**config.mk**
```make
export PLATFORM = sky130hd
export DESIGN_NAME = i2csba_slave
export DESIGN_NICKNAME = d
export VERILOG_FILES = /design/src/hw/i2csba_slave.v
export VERILOG_INCLUDE_DIRS = /design/src /design/src/common
export SDC_FILE = /design/constraint.sdc
export NUM_CORES = 1
export LEC_CHECK = 0
export ABC_AREA = 1
export BUFFER_PORTS_ARGS = -buffer_cell sky130_fd_sc_hd__clkbuf_2
export CORE_AREA = 2 2 95 97
export CTS_CLUSTER_SIZE = 25
export DETAILED_ROUTE_END_ITERATION = 10
export DIE_AREA = 0 0 97 99
export PLACE_DENSITY_LB_ADDON = 0.08
export SETUP_SLACK_MARGIN = 0.05
export SYNTH_ARGS = -nofsm -noshare
export SYNTH_HDL_FRONTEND = slang
export SYNTH_SLANG_ARGS = --single-unit
```
**constraint.sdc**
```tcl
create_clock -name clk -period 1.9 [get_ports clk]
set_clock_uncertainty 0.2 [all_clocks]
set_input_delay 0.38 -clock clk [delete_from_list [all_inputs] [get_ports clk]]
set_output_delay 0.38 -clock clk [all_outputs]
set_load 0.1 [all_outputs]
```
**src/common/i2csba_map.vh**
```
// Constants for the slave-side two-wire bus condition, address and acknowledge block
`ifndef I2CSBA_MAP_VH
`define I2CSBA_MAP_VH
`define I2CSBA_MODE_7B       4'h6
`define I2CSBA_MODE_10B      4'h7
`define I2CSBA_MODE_7B_SP    4'he
`define I2CSBA_MODE_10B_SP   4'hf
`define I2CSBA_TEN_PREFIX    5'h1e
`define I2CSBA_BIT_LAST      4'h7
`define I2CSBA_BIT_ACK       4'h8
`define I2CSBA_LSB_IGNORE    8'hfe
`define I2CSBA_BYTE_RST      8'h00
`define I2CSBA_CNT_FULL      2'h2
`endif

```
**src/hw/i2csba_slave.v**
```verilog
// Slave-side two-wire bus logic: conditions, collision, address match, acknowledge, buffer
`timescale 1ns/10ps
`include "i2csba_map.vh"
// Behaviour
// RL1 - Bus is idle when no master holds it and both lines read high.
// RL2 - Start is SDA falling while SCL high; it makes the bus active.
// RL3 - Report a collision when SDA is already low where our Start drive begins; no Start is driven, a Start seen while we drive a low bit is flagged.
// RL4 - Collision whenever we release SDA expecting high but sample it low.
// RL5 - Stop is SDA rising while SCL high.
// RL6 - Stop accepted only after one SCL low since Start; else only Start.
// RL7 - Restart valid where Stop is; resets slave logic like a Start.
// RL8 - Ten-bit read needs prior full match, then Restart with high byte read.
// RL9 - Prior-match flag set on full ten-bit write match; cleared by three events.
// RL10 - Start and Stop enables add interrupts in modes lacking them.
// RL11 - Ninth pulse is acknowledge; transmitter releases, receiver pulls low.
// RL12 - Store the acknowledge level received from the master.
// RL13 - With hold enables set, software picks the acknowledge level driven.
// RL14 - With hold enables clear, hardware acknowledges automatically.
// RL15 - No acknowledge when buffer full or overflow already set.
// RL16 - Acknowledge-time bit set after eighth falling edge, only with hold enables.
// RL17 - Mode field selects seven or ten-bit, with or without Start/Stop interrupts.
// RL18 - Start/Stop interrupt modes flag Start, Restart and Stop.
// RL19 - First byte compared with masked address; on match buffered and flagged.
// RL20 - Mismatching first byte returns to idle silently.
// RL21 - Seven-bit mode ignores the address byte least significant bit.
// RL22 - After read address, all bytes go slave to master until Restart/Stop.
// RL23 - Pins are open drain: drive low or release only.
// RL24 - Master clocks; SDA changes while SCL low, sampled on SCL rising.
// RL25 - Lines synchronised to clk and edges found from synchronised samples.
module i2csba_slave (
	input  wire       clk,
	input  wire       nrst,
	input  wire       scl_in,
	input  wire       sda_in,
	output reg        scl_out_q,
	output reg        scl_oe_n_q,
	output reg        sda_out_q,
	output reg        sda_oe_n_q,
	input  wire       port_enable_bit,
	input  wire [3:0] mode_select_field,
	input  wire [7:0] slave_address_reg,
	input  wire [1:0] slave_address_high,
	input  wire [7:0] address_mask,
	input  wire       address_hold_enable,
	input  wire       data_hold_enable,
	input  wire       ack_drive_value,
	input  wire       ack_release,
	input  wire       start_irq_enable,
	input  wire       stop_irq_enable,
	input  wire       irq_clear,
	input  wire       overflow_clear,
	input  wire       collision_clear,
	output reg  [7:0] rx_data_q,
	output reg        rx_valid_q,
	input  wire       rx_ready,
	input  wire [7:0] tx_data,
	input  wire       tx_valid,
	output reg        tx_ready_q,
	output reg        port_irq_flag_q,
	output reg        buffer_full_flag_q,
	output reg        receive_overflow_flag_q,
	output reg        bus_collision_q,
	output reg        ack_received_status_q,
	output reg        ack_time_status_q,
	output reg        start_seen_q,
	output reg        stop_seen_q,
	output reg        read_status_q,
	output reg        prior_match_q,
	output reg        bus_idle_q
);
	localparam [4:0] ST_IDLE = 5'h01;
	localparam [4:0] ST_HADR = 5'h02;
	localparam [4:0] ST_LADR = 5'h04;
	localparam [4:0] ST_RX   = 5'h08;
	localparam [4:0] ST_TX   = 5'h10;

	function is_ten;
		input [3:0] m;
		is_ten = (m == `I2CSBA_MODE_10B) || (m == `I2CSBA_MODE_10B_SP);
	endfunction

	function is_sp;
		input [3:0] m;
		is_sp = (m == `I2CSBA_MODE_7B_SP) || (m == `I2CSBA_MODE_10B_SP);
	endfunction

	function mode_ok;
		input [3:0] m;
		mode_ok = is_ten(m) || (m == `I2CSBA_MODE_7B) || (m == `I2CSBA_MODE_7B_SP);
	endfunction

	reg        scl_m_q;
	reg        scl_s_q;
	reg        scl_p_q;
	reg        sda_m_q;
	reg        sda_s_q;
	reg        sda_p_q;
	reg  [4:0] state_q;
	reg  [4:0] next_q;
	reg  [3:0] bit_q;
	reg  [7:0] shift_q;
	reg        ack_low_q;
	reg        hold_q;
	reg        nack_q;
	reg        tx_have_q;
	reg        busy_q;
	reg        low_seen_q;
	reg        push_q;
	reg  [7:0] push_byte_q;
	reg  [7:0] ent1_q;
	reg  [1:0] cnt_q;
	reg  [1:0] cnt_d;

	// Only the second and third flops of each three-flop chain feed logic
	wire en        = port_enable_bit && mode_ok(mode_select_field);
	wire scl_rise  = scl_s_q && !scl_p_q; // RL24
	wire scl_fall  = !scl_s_q && scl_p_q;
	wire start_det = scl_s_q && scl_p_q && sda_p_q && !sda_s_q; // RL2
	wire stop_det  = scl_s_q && scl_p_q && !sda_p_q && sda_s_q && low_seen_q; // RL5 RL6
	wire sp_irq_st = is_sp(mode_select_field) || start_irq_enable; // RL10 RL18
	wire sp_irq_sp = is_sp(mode_select_field) || stop_irq_enable; // RL10 RL18
	wire full      = (cnt_q == `I2CSBA_CNT_FULL);
	wire refuse    = full || receive_overflow_flag_q;
	wire byte_end  = scl_fall && (bit_q == `I2CSBA_BIT_LAST);
	wire ack_end   = scl_fall && (bit_q == `I2CSBA_BIT_ACK);
	wire hold_en   = address_hold_enable || data_hold_enable;
	wire m7        = ((shift_q ^ slave_address_reg) & address_mask & `I2CSBA_LSB_IGNORE)
	                 == `I2CSBA_BYTE_RST; // RL21
	wire mlow      = ((shift_q ^ slave_address_reg) & address_mask) == `I2CSBA_BYTE_RST;
	wire mhigh     = shift_q[7:1] == {`I2CSBA_TEN_PREFIX, slave_address_high};
	wire take_tx   = tx_valid && tx_ready_q && (state_q == ST_TX);
	wire pop       = rx_valid_q && rx_ready;

	always @(posedge clk or negedge nrst) begin
		if (!nrst) begin
			scl_m_q <= 1'b1;
			scl_s_q <= 1'b1;
			scl_p_q <= 1'b1;
			sda_m_q <= 1'b1;
			sda_s_q <= 1'b1;
			sda_p_q <= 1'b1;
		end else begin
			scl_m_q <= scl_in; // RL25
			scl_s_q <= scl_m_q;
			scl_p_q <= scl_s_q;
			sda_m_q <= sda_in;
			sda_s_q <= sda_m_q;
			sda_p_q <= sda_s_q;
		end
	end

	// Accepting one byte: push it or refuse it, then arrange the acknowledge slot
	task accept;
		input       is_addr;
		input [4:0] nxt;
		begin
			next_q <= nxt;
			port_irq_flag_q <= 1'b1; // RL19
			if (full) begin
				receive_overflow_flag_q <= 1'b1;
			end
			if (!refuse) begin
				push_q <= 1'b1; // RL19
				push_byte_q <= shift_q;
			end
			nack_q <= refuse; // RL15
			if ((is_addr && address_hold_enable) || (!is_addr && data_hold_enable)) begin
				hold_q <= 1'b1; // RL13
			end else begin
				ack_low_q <= !refuse; // RL14 RL15
			end
		end
	endtask

	always @(posedge clk or negedge nrst) begin
		if (!nrst) begin
			state_q <= ST_IDLE;
			next_q <= ST_IDLE;
			bit_q <= 4'h0;
			shift_q <= `I2CSBA_BYTE_RST;
			ack_low_q <= 1'b0;
			hold_q <= 1'b0;
			nack_q <= 1'b0;
			tx_have_q <= 1'b0;
			busy_q <= 1'b0;
			low_seen_q <= 1'b0;
			push_q <= 1'b0;
			push_byte_q <= `I2CSBA_BYTE_RST;
			tx_ready_q <= 1'b0;
			port_irq_flag_q <= 1'b0;
			receive_overflow_flag_q <= 1'b0;
			bus_collision_q <= 1'b0;
			ack_received_status_q <= 1'b0;
			ack_time_status_q <= 1'b0;
			start_seen_q <= 1'b0;
			stop_seen_q <= 1'b0;
			read_status_q <= 1'b0;
			prior_match_q <= 1'b0;
			bus_idle_q <= 1'b0;
		end else begin
			// Clears first so that a set later in this cycle wins
			port_irq_flag_q <= port_irq_flag_q && !irq_clear;
			receive_overflow_flag_q <= receive_overflow_flag_q && !overflow_clear;
			bus_collision_q <= bus_collision_q && !collision_clear;
			push_q <= 1'b0;
			bus_idle_q <= !busy_q && scl_s_q && sda_s_q; // RL1
			tx_ready_q <= en && (state_q == ST_TX) && !tx_have_q && !take_tx &&
			              (bit_q == 4'h0);
			if (!en) begin
				state_q <= ST_IDLE;
				bit_q <= 4'h0;
				ack_low_q <= 1'b0;
				hold_q <= 1'b0;
				tx_have_q <= 1'b0;
				busy_q <= 1'b0;
				low_seen_q <= 1'b0;
				ack_time_status_q <= 1'b0;
				prior_match_q <= 1'b0;
			end else if (start_det) begin
				// Restart takes this same path and keeps the prior match
				if (state_q == ST_TX && tx_have_q && !shift_q[7]) begin
					bus_collision_q <= 1'b1; // RL3
				end
				state_q <= ST_HADR; // RL7
				bit_q <= 4'h0;
				ack_low_q <= 1'b0;
				hold_q <= 1'b0;
				tx_have_q <= 1'b0;
				ack_time_status_q <= 1'b0;
				busy_q <= 1'b1; // RL2
				low_seen_q <= 1'b0;
				start_seen_q <= 1'b1;
				stop_seen_q <= 1'b0;
				if (sp_irq_st) begin
					port_irq_flag_q <= 1'b1; // RL18
				end
			end else if (stop_det) begin
				state_q <= ST_IDLE; // RL22
				bit_q <= 4'h0;
				ack_low_q <= 1'b0;
				hold_q <= 1'b0;
				tx_have_q <= 1'b0;
				ack_time_status_q <= 1'b0;
				busy_q <= 1'b0;
				start_seen_q <= 1'b0;
				stop_seen_q <= 1'b1;
				prior_match_q <= 1'b0; // RL9
				if (sp_irq_sp) begin
					port_irq_flag_q <= 1'b1; // RL18
				end
			end else begin
				if (busy_q && !scl_s_q) begin
					low_seen_q <= 1'b1; // RL6
				end
				if (hold_q && ack_release) begin
					hold_q <= 1'b0;
					ack_low_q <= !ack_drive_value && !nack_q; // RL13 RL15
				end
				if (take_tx) begin
					tx_have_q <= 1'b1;
					shift_q <= tx_data;
				end
				if (state_q == ST_TX) begin
					if (scl_rise && bit_q != `I2CSBA_BIT_ACK && tx_have_q && shift_q[7] &&
					    !sda_s_q) begin
						bus_collision_q <= 1'b1; // RL4
						state_q <= ST_IDLE;
						tx_have_q <= 1'b0;
					end else if (scl_rise && bit_q == `I2CSBA_BIT_ACK) begin
						ack_received_status_q <= sda_s_q; // RL12
					end else if (ack_end) begin
						bit_q <= 4'h0;
						tx_have_q <= 1'b0;
						port_irq_flag_q <= 1'b1;
						if (ack_received_status_q) begin
							state_q <= ST_IDLE;
						end
					end else if (scl_fall && tx_have_q) begin
						// Next bit goes out while SCL is low
						shift_q <= {shift_q[6:0], 1'b1};
						bit_q <= bit_q + 4'h1;
					end
				end else if (state_q != ST_IDLE) begin
					if (scl_rise && bit_q != `I2CSBA_BIT_ACK) begin
						shift_q <= {shift_q[6:0], sda_s_q}; // RL24
					end else if (ack_end) begin
						// Release SDA after the ninth pulse
						bit_q <= 4'h0; // RL11
						ack_low_q <= 1'b0;
						ack_time_status_q <= 1'b0;
						state_q <= next_q;
					end else if (byte_end) begin
						bit_q <= `I2CSBA_BIT_ACK;
						if (hold_en && state_q != ST_HADR || hold_en && (m7 || mhigh)) begin
							ack_time_status_q <= 1'b1; // RL16
						end
						if (state_q == ST_RX) begin
							accept(1'b0, ST_RX);
						end else if (state_q == ST_LADR) begin
							if (mlow) begin
								prior_match_q <= 1'b1; // RL9
								accept(1'b1, ST_RX);
							end else begin
								state_q <= ST_IDLE; // RL20
								ack_time_status_q <= 1'b0;
							end
						end else if (!is_ten(mode_select_field)) begin
							if (m7) begin
								read_status_q <= shift_q[0];
								accept(1'b1, shift_q[0] ? ST_TX : ST_RX); // RL19 RL22
							end else begin
								state_q <= ST_IDLE; // RL20
							end
						end else if (mhigh && !shift_q[0]) begin
							prior_match_q <= 1'b0; // RL9
							read_status_q <= 1'b0;
							accept(1'b1, ST_LADR); // RL17
						end else if (mhigh && prior_match_q) begin
							read_status_q <= 1'b1;
							accept(1'b1, ST_TX); // RL8
						end else begin
							prior_match_q <= 1'b0; // RL9
							state_q <= ST_IDLE; // RL20
							ack_time_status_q <= 1'b0;
						end
					end else if (scl_fall && low_seen_q) begin
						// The Start's own SCL fall carries no bit, so it is not counted
						bit_q <= bit_q + 4'h1;
					end
				end
			end
		end
	end

	// Two-entry receive buffer; ent1 only ever holds the younger word
	always @* begin
		cnt_d = cnt_q;
		if (push_q && !pop) begin
			cnt_d = cnt_q + 2'h1;
		end else if (pop && !push_q) begin
			cnt_d = cnt_q - 2'h1;
		end
	end

	always @(posedge clk or negedge nrst) begin
		if (!nrst) begin
			cnt_q <= 2'h0;
			rx_data_q <= `I2CSBA_BYTE_RST;
			ent1_q <= `I2CSBA_BYTE_RST;
			rx_valid_q <= 1'b0;
			buffer_full_flag_q <= 1'b0;
		end else begin
			cnt_q <= cnt_d;
			rx_valid_q <= (cnt_d != 2'h0);
			buffer_full_flag_q <= (cnt_d == `I2CSBA_CNT_FULL); // RL15
			if (pop) begin
				rx_data_q <= (push_q && cnt_q == 2'h1) ? push_byte_q : ent1_q;
				if (push_q && cnt_q == `I2CSBA_CNT_FULL) begin
					ent1_q <= push_byte_q;
				end
			end else if (push_q) begin
				if (cnt_q == 2'h0) begin
					rx_data_q <= push_byte_q;
				end else begin
					ent1_q <= push_byte_q;
				end
			end
		end
	end

	// Open-drain pins: the level driven is always low, only the enable moves
	always @(posedge clk or negedge nrst) begin
		if (!nrst) begin
			scl_out_q <= 1'b0;
			sda_out_q <= 1'b0;
			scl_oe_n_q <= 1'b1;
			sda_oe_n_q <= 1'b1;
		end else begin
			scl_out_q <= 1'b0; // RL23
			sda_out_q <= 1'b0; // RL23
			scl_oe_n_q <= !(en && (hold_q ||
			              (state_q == ST_TX && !tx_have_q && bit_q == 4'h0)));
			sda_oe_n_q <= !(en && (ack_low_q || (state_q == ST_TX && tx_have_q &&
			              bit_q != `I2CSBA_BIT_ACK && !shift_q[7]))); // RL11
		end
	end
endmodule

```
# [Word level (Yosys, flattened, before mapping)]
# Index checks and enable logic that the tools add are counted.
# Widths: inputs -> output; s select.
[classes] n_addsub=3 eq_ne=53 n_mux=217 bitwise=10 n_reduce_logical=102
[ops] operator="$mux 8" count=24
[ops] operator="$mux 1" count=151
[ops] operator="$mux 5" count=27
[ops] operator="$mux 4" count=13
[ops] operator="$logic_and 1x1->1" count=49
[ops] operator="$ne 6x6->1 const B" count=4
[ops] operator="$reduce_and 11->1" count=2
[ops] operator="$logic_not 1->1" count=19
[ops] operator="$ne 3x3->1 const B" count=6
[ops] operator="$logic_not 8->1" count=2
[ops] operator="$ne 4x4->1 const B" count=4
[ops] operator="$ne 8x7->1 const B" count=2
[ops] operator="$ne 3x1->1 const B" count=5
[ops] operator="$ne 5x1->1 const B" count=3
[ops] operator="$ne 5x5->1 const B" count=3
[ops] operator="$eq 4x3->1 const B" count=3
[ops] operator="$eq 4x4->1 const B" count=3
[ops] operator="$logic_or 1x1->1" count=12
[ops] operator="$reduce_and 12->1" count=1
[ops] operator="$reduce_and 6->1" count=2
[ops] operator="$reduce_and 10->1" count=1
[ops] operator="$reduce_bool 2->1" count=5
[ops] operator="$and 8x8->8" count=1
[ops] operator="$ne 4x1->1 const B" count=2
[ops] operator="other kinds (28)" count=41
[word_totals] register_bits=76 inputBits=46 out_inout_bits=25 word_cells=421

# [Depth between registers and ports, before layout]
[logic_depth] depth_word=20 depth_mapped=17

# [Worst setup path before layout]
# No wires, ideal clock.
[synth_timing] kind="reg2reg" startpoint="register rx_valid_q" endpoint="register rx_data_q[5]" setup_time_ns=0.120 t_arrival_ns=2.032 path_slack_ns=-0.452 stages_incl_launch_ff=8 path_buffers=1 period_less_slack_ns=2.352 cell_sequence="dfrtp_1 -> nand2_1 -> nor2_1 -> nor2_1 -> clkbuf_1 -> o21ai_0 -> a21oi_1 -> a31o_2"
[synth_via] elab_chain_cells=3 elab_cells_between_ends=5
[synth_rtl] element="from (decl)" line="i2csba_slave.v:54" text="output reg rx_valid_q,"
[synth_rtl] element="from (signal assigned)" line="i2csba_slave.v:354" text="rx_valid_q <= (cnt_d != 2'h0);"
[synth_rtl] element="$logic_and 1x1->1 *" line="i2csba_slave.v:132" text="wire pop = rx_valid_q && rx_ready;"
[synth_rtl] element="$reduce_bool 2->1 (no source line)"
[synth_rtl] element="$reduce_and 2->1 (no source line)"
[synth_rtl] element="to (signal assigned)" line="i2csba_slave.v:348" text="rx_data_q <= `I2CSBA_BYTE_RST;"
[synth_rtl] element="to (signal assigned)" line="i2csba_slave.v:357" text="rx_data_q <= (push_q && cnt_q == 2'h1) ? push_byte_q : ent1_q;"
[synth_rtl] element="to (signal assigned)" line="i2csba_slave.v:363" text="rx_data_q <= push_byte_q;"
[synth_rtl] element="to (decl)" line="i2csba_slave.v:53" text="output reg [7:0] rx_data_q,"
# Mark *: on every way between the ends. The rest lies on a longest branch, timed or not.
# A chain may end at the register's enable or synchronous reset.

# [Final worst setup path]
[layout_timing] startpoint="register state_q[3]" endpoint="register state_q[4]"
[layout_via] elab_chain_cells=11 elab_cells_between_ends=26
[layout_rtl] element="from (decl)" line="i2csba_slave.v:98" text="reg [4:0] state_q;"
[layout_rtl] element="from (signal assigned)" line="i2csba_slave.v:291" text="state_q <= next_q;"
[layout_rtl] element="$eq 5x3->1" line="i2csba_slave.v:299" text="end else if (state_q == ST_LADR) begin"
[layout_rtl] element="$mux 5" line="i2csba_slave.v:299"
[layout_rtl] element="$mux 5" line="i2csba_slave.v:297" text="if (state_q == ST_RX) begin"
[layout_rtl] element="$mux 5" line="i2csba_slave.v:292" text="end else if (byte_end) begin"
[layout_rtl] element="$mux 5" line="i2csba_slave.v:286" text="end else if (ack_end) begin"
[layout_rtl] element="$mux 5" line="i2csba_slave.v:284" text="if (scl_rise && bit_q != `I2CSBA_BIT_ACK) begin"
[layout_rtl] element="$mux 5" line="i2csba_slave.v:283" text="end else if (state_q != ST_IDLE) begin"
[layout_rtl] element="$mux 5" line="i2csba_slave.v:263" text="if (state_q == ST_TX) begin"
[layout_rtl] element="$mux 5" line="i2csba_slave.v:237" text="end else if (stop_det) begin"
[layout_rtl] element="$mux 5" line="i2csba_slave.v:219" text="end else if (start_det) begin"
[layout_rtl] element="$mux 5" line="i2csba_slave.v:209" text="if (!en) begin"
# Parallel ways exist; a longest one is shown, timed or not. The select of a mux whose other input is x is not followed.

==> metrics.yaml <==
drt-met1-wl_mm: 5.37
slew_viol_final: 0
r2r-end: "state_q[4]"
core_mm2: 0.00855
p_leak_nw: 3.12
wire_per_inst_um: 15.9
drtIter0Drc: 239
cts.htree.levels: 3
cts_tree: "yes"
post-route-min-period_ps: 2170
timing.rr.start: "state_q[3]"
pin_count: 71
core.rowCount: 34
port_buffers: 68
die_h_um: 99
cts_max_path_buffers: 2
setup_violations: 39
highest_layer: "met4"
area_growth_pct: 55.5
ys_types: 44
ir_drop_mv: 0.586
dr_wl_met3_um: 586
gp_congestion: 0.945
layout_commonest_cell: "buf_4"
layout.cells.most_common_list: "buf_4 (104), nand2_1 (89), clkbuf_2 (62), inv_1 (61), dfrtp_1 (59)"
synth_area_per_cell_um2: 7.89
drc_errors: 0
hold_path_end: "tx_ready_q"
vias: 4493
cts.sinks: 75
synth_seq_cells: 75
fmax_mhz: 462
min_from: "tx_valid"
yosysWarnings: 0
syn_inst: 526
grt_pass1_vias: 4400
cts_buffers: 9
cts-root-buf: "clkbuf_8"
crit_arrival_ps: 2240
ant_nets: 0
status: "complete, but fails checks"
antenna_cells: 0
whs_path_depth: 2
max-cap-violations: 0
initial_utilization: 0.485
cp-start-kind: "flip-flop"
period_share: 1.14
end_kind: "flip-flop"
hold_viol_final: 0
final_nets: 777
clk_pin_slew_ps: 90
drt_wl_total_mm: 13.4
grt_pass1_wl_mm: 20.8
grt_setup_unrepaired: "yes"
path_max_fanout: 8
overflow: 0
crit_type: "reg -> reg"
crit_required_ps: 1970
dieArea_mm2: 0.00960
ys_seq_area_frac: 0.455
utilization: 0.754
violations: "setup timing"
via_per_inst: 5.36
rr_worst_depth: 12
drive_gt1_frac: 0.503
p_per_area_mw_per_mm2: 795
clk-insertion-delay-late_ps: 360
routed-wl-met2_mm: 6.87
fin_ws_ps: -267
hp-class: "in -> reg"
fin_tns_setup_ps: -6150
worst_slew_margin_rel: 0.637
firstDrtPassIters: 5
dieWidth_um: 97
post-dp-hpwl_mm: 9.26
crit_path_start: "state_q[3]"
grt_start_max_net_pins: 38
track_usage: 0.273
reg2reg_slack_ps: -270
worst_pin_slew_ps: 547
synth_area_mm2: 0.00415
antenna_found_initial: 0
[power breakdown]
part	internal (mW)	total, mW	switching [mW]	leakage (nW)
clock	0.616	1.27	0.652	0.100
combinational	0.532	1.96	1.43	2.05
sequential	1.78	1.90	0.120	0.972
total	2.93	5.13	2.20	3.12
[how the worst max path moves through the flow]
stage,to,cells after the start,slack [ps]
after floorplan,nack_q,11,-140
final,state_q[4],12,-270
after global routing,push_byte_q[4],13,-360
after detailed placement,state_q[4],13,-290
after CTS,ack_low_q,12,-180
after global placement,state_q[0],13,-290
[worst max-delay path, stage by stage (launching register included)]
cell     delay, ps
dfrtp_2        460
buf_6          130
nor2_4         140
nand3_4        110
inv_4          100
buf_8          140
buf_4          120
nand2_2         80
a21oi_2        250
nor2_4         100
nand3_4        120
nand2_2         50
o21ai_1         70
[cells by family after synthesis]
group,after synthesis,share of synthesized area
AOI/OAI and AO/OA,117,0.173
xor gates and xnor gates,2,0.00422
adders and majority gates,5,0.0151
buffers and inverters,100,0.0953
DFF,75,0.455
other,1,0.000904
and+or+nand+nor,226,0.256
[sequential cells by signal (all words and copies together) (netlist names), 2 cells and up]
name / flops
shift_q: 8
state_q: 5
push_byte_q: 8
cnt_q: 2
bit_q: 4
rx_data_q: 8
ent1_q: 8
next_q: 4
[repair_timing]
item / CTS / global route
buffers inserted: 20 / 12
pin swaps: 29 / 31
cloned: 4 / 0
resized for setup: 98 / 72
setup endpoints to repair: 42 / 47
hold buffers: 4 / 0
endpoints found under the hold margin: 28 / 0
[synth_stat cells, drive strengths merged]
library cell,n,share of area
dfrtp,65,0.39
a211oi,2,0.0036
o31ai,4,0.0072
ha,5,0.015
a21oi,21,0.025
nand3b,1,0.0018
o22ai,1,0.0015
conb,1,0.00090
o41ai,1,0.0021
a31o,8,0.017
nor4,2,0.0066
o2111ai,1,0.0021
clkbuf,5,0.0045
nand3,42,0.063
o311ai,1,0.0021
o21bai,1,0.0018
nor2,41,0.042
inv,90,0.082
o21a,3,0.0054
xor2,2,0.0042
or2,1,0.0015
nor3,10,0.014
o211ai,9,0.016
a22oi,2,0.0036
nand2,119,0.11
buf,5,0.0087
o21ai,62,0.083
nand4,10,0.015
o32ai,1,0.0021
dfstp,10,0.063
[metal layers]
metal,global-route usage,vias to the layer above
li1,-,2143
met1,0.330,2129
met2,0.494,174
met3,0.0362,47
met4,0.109,0
met5,0,-
[final cells by class]
class,count,area [um2]
clock buffers,9,124
flip-flops and latches,75,1900
inverters,90,365
well taps,108,135
clock inverters,7,73.8
fillers,627,2100
multi-input cells,356,2430
repair buffers,194,1420
[per-stage QoR]
step / cell area (um2) / hold WS [ps] / instances / worst slack (ps) / power [mW]
floorplan: 4220 / -116 / 527 / -145 / 3.20
global placement: 5390 / 146 / 792 / -286 / 3.70
detailed placement: 5390 / 148 / 792 / -287 / 3.74
CTS: 6120 / 116 / 833 / -183 / 5.09
global route: 6450 / 113 / 839 / -362 / 5.37
finish: 6450 / 122 / 839 / -267 / 5.13
(Power assumes the default switching activity.)
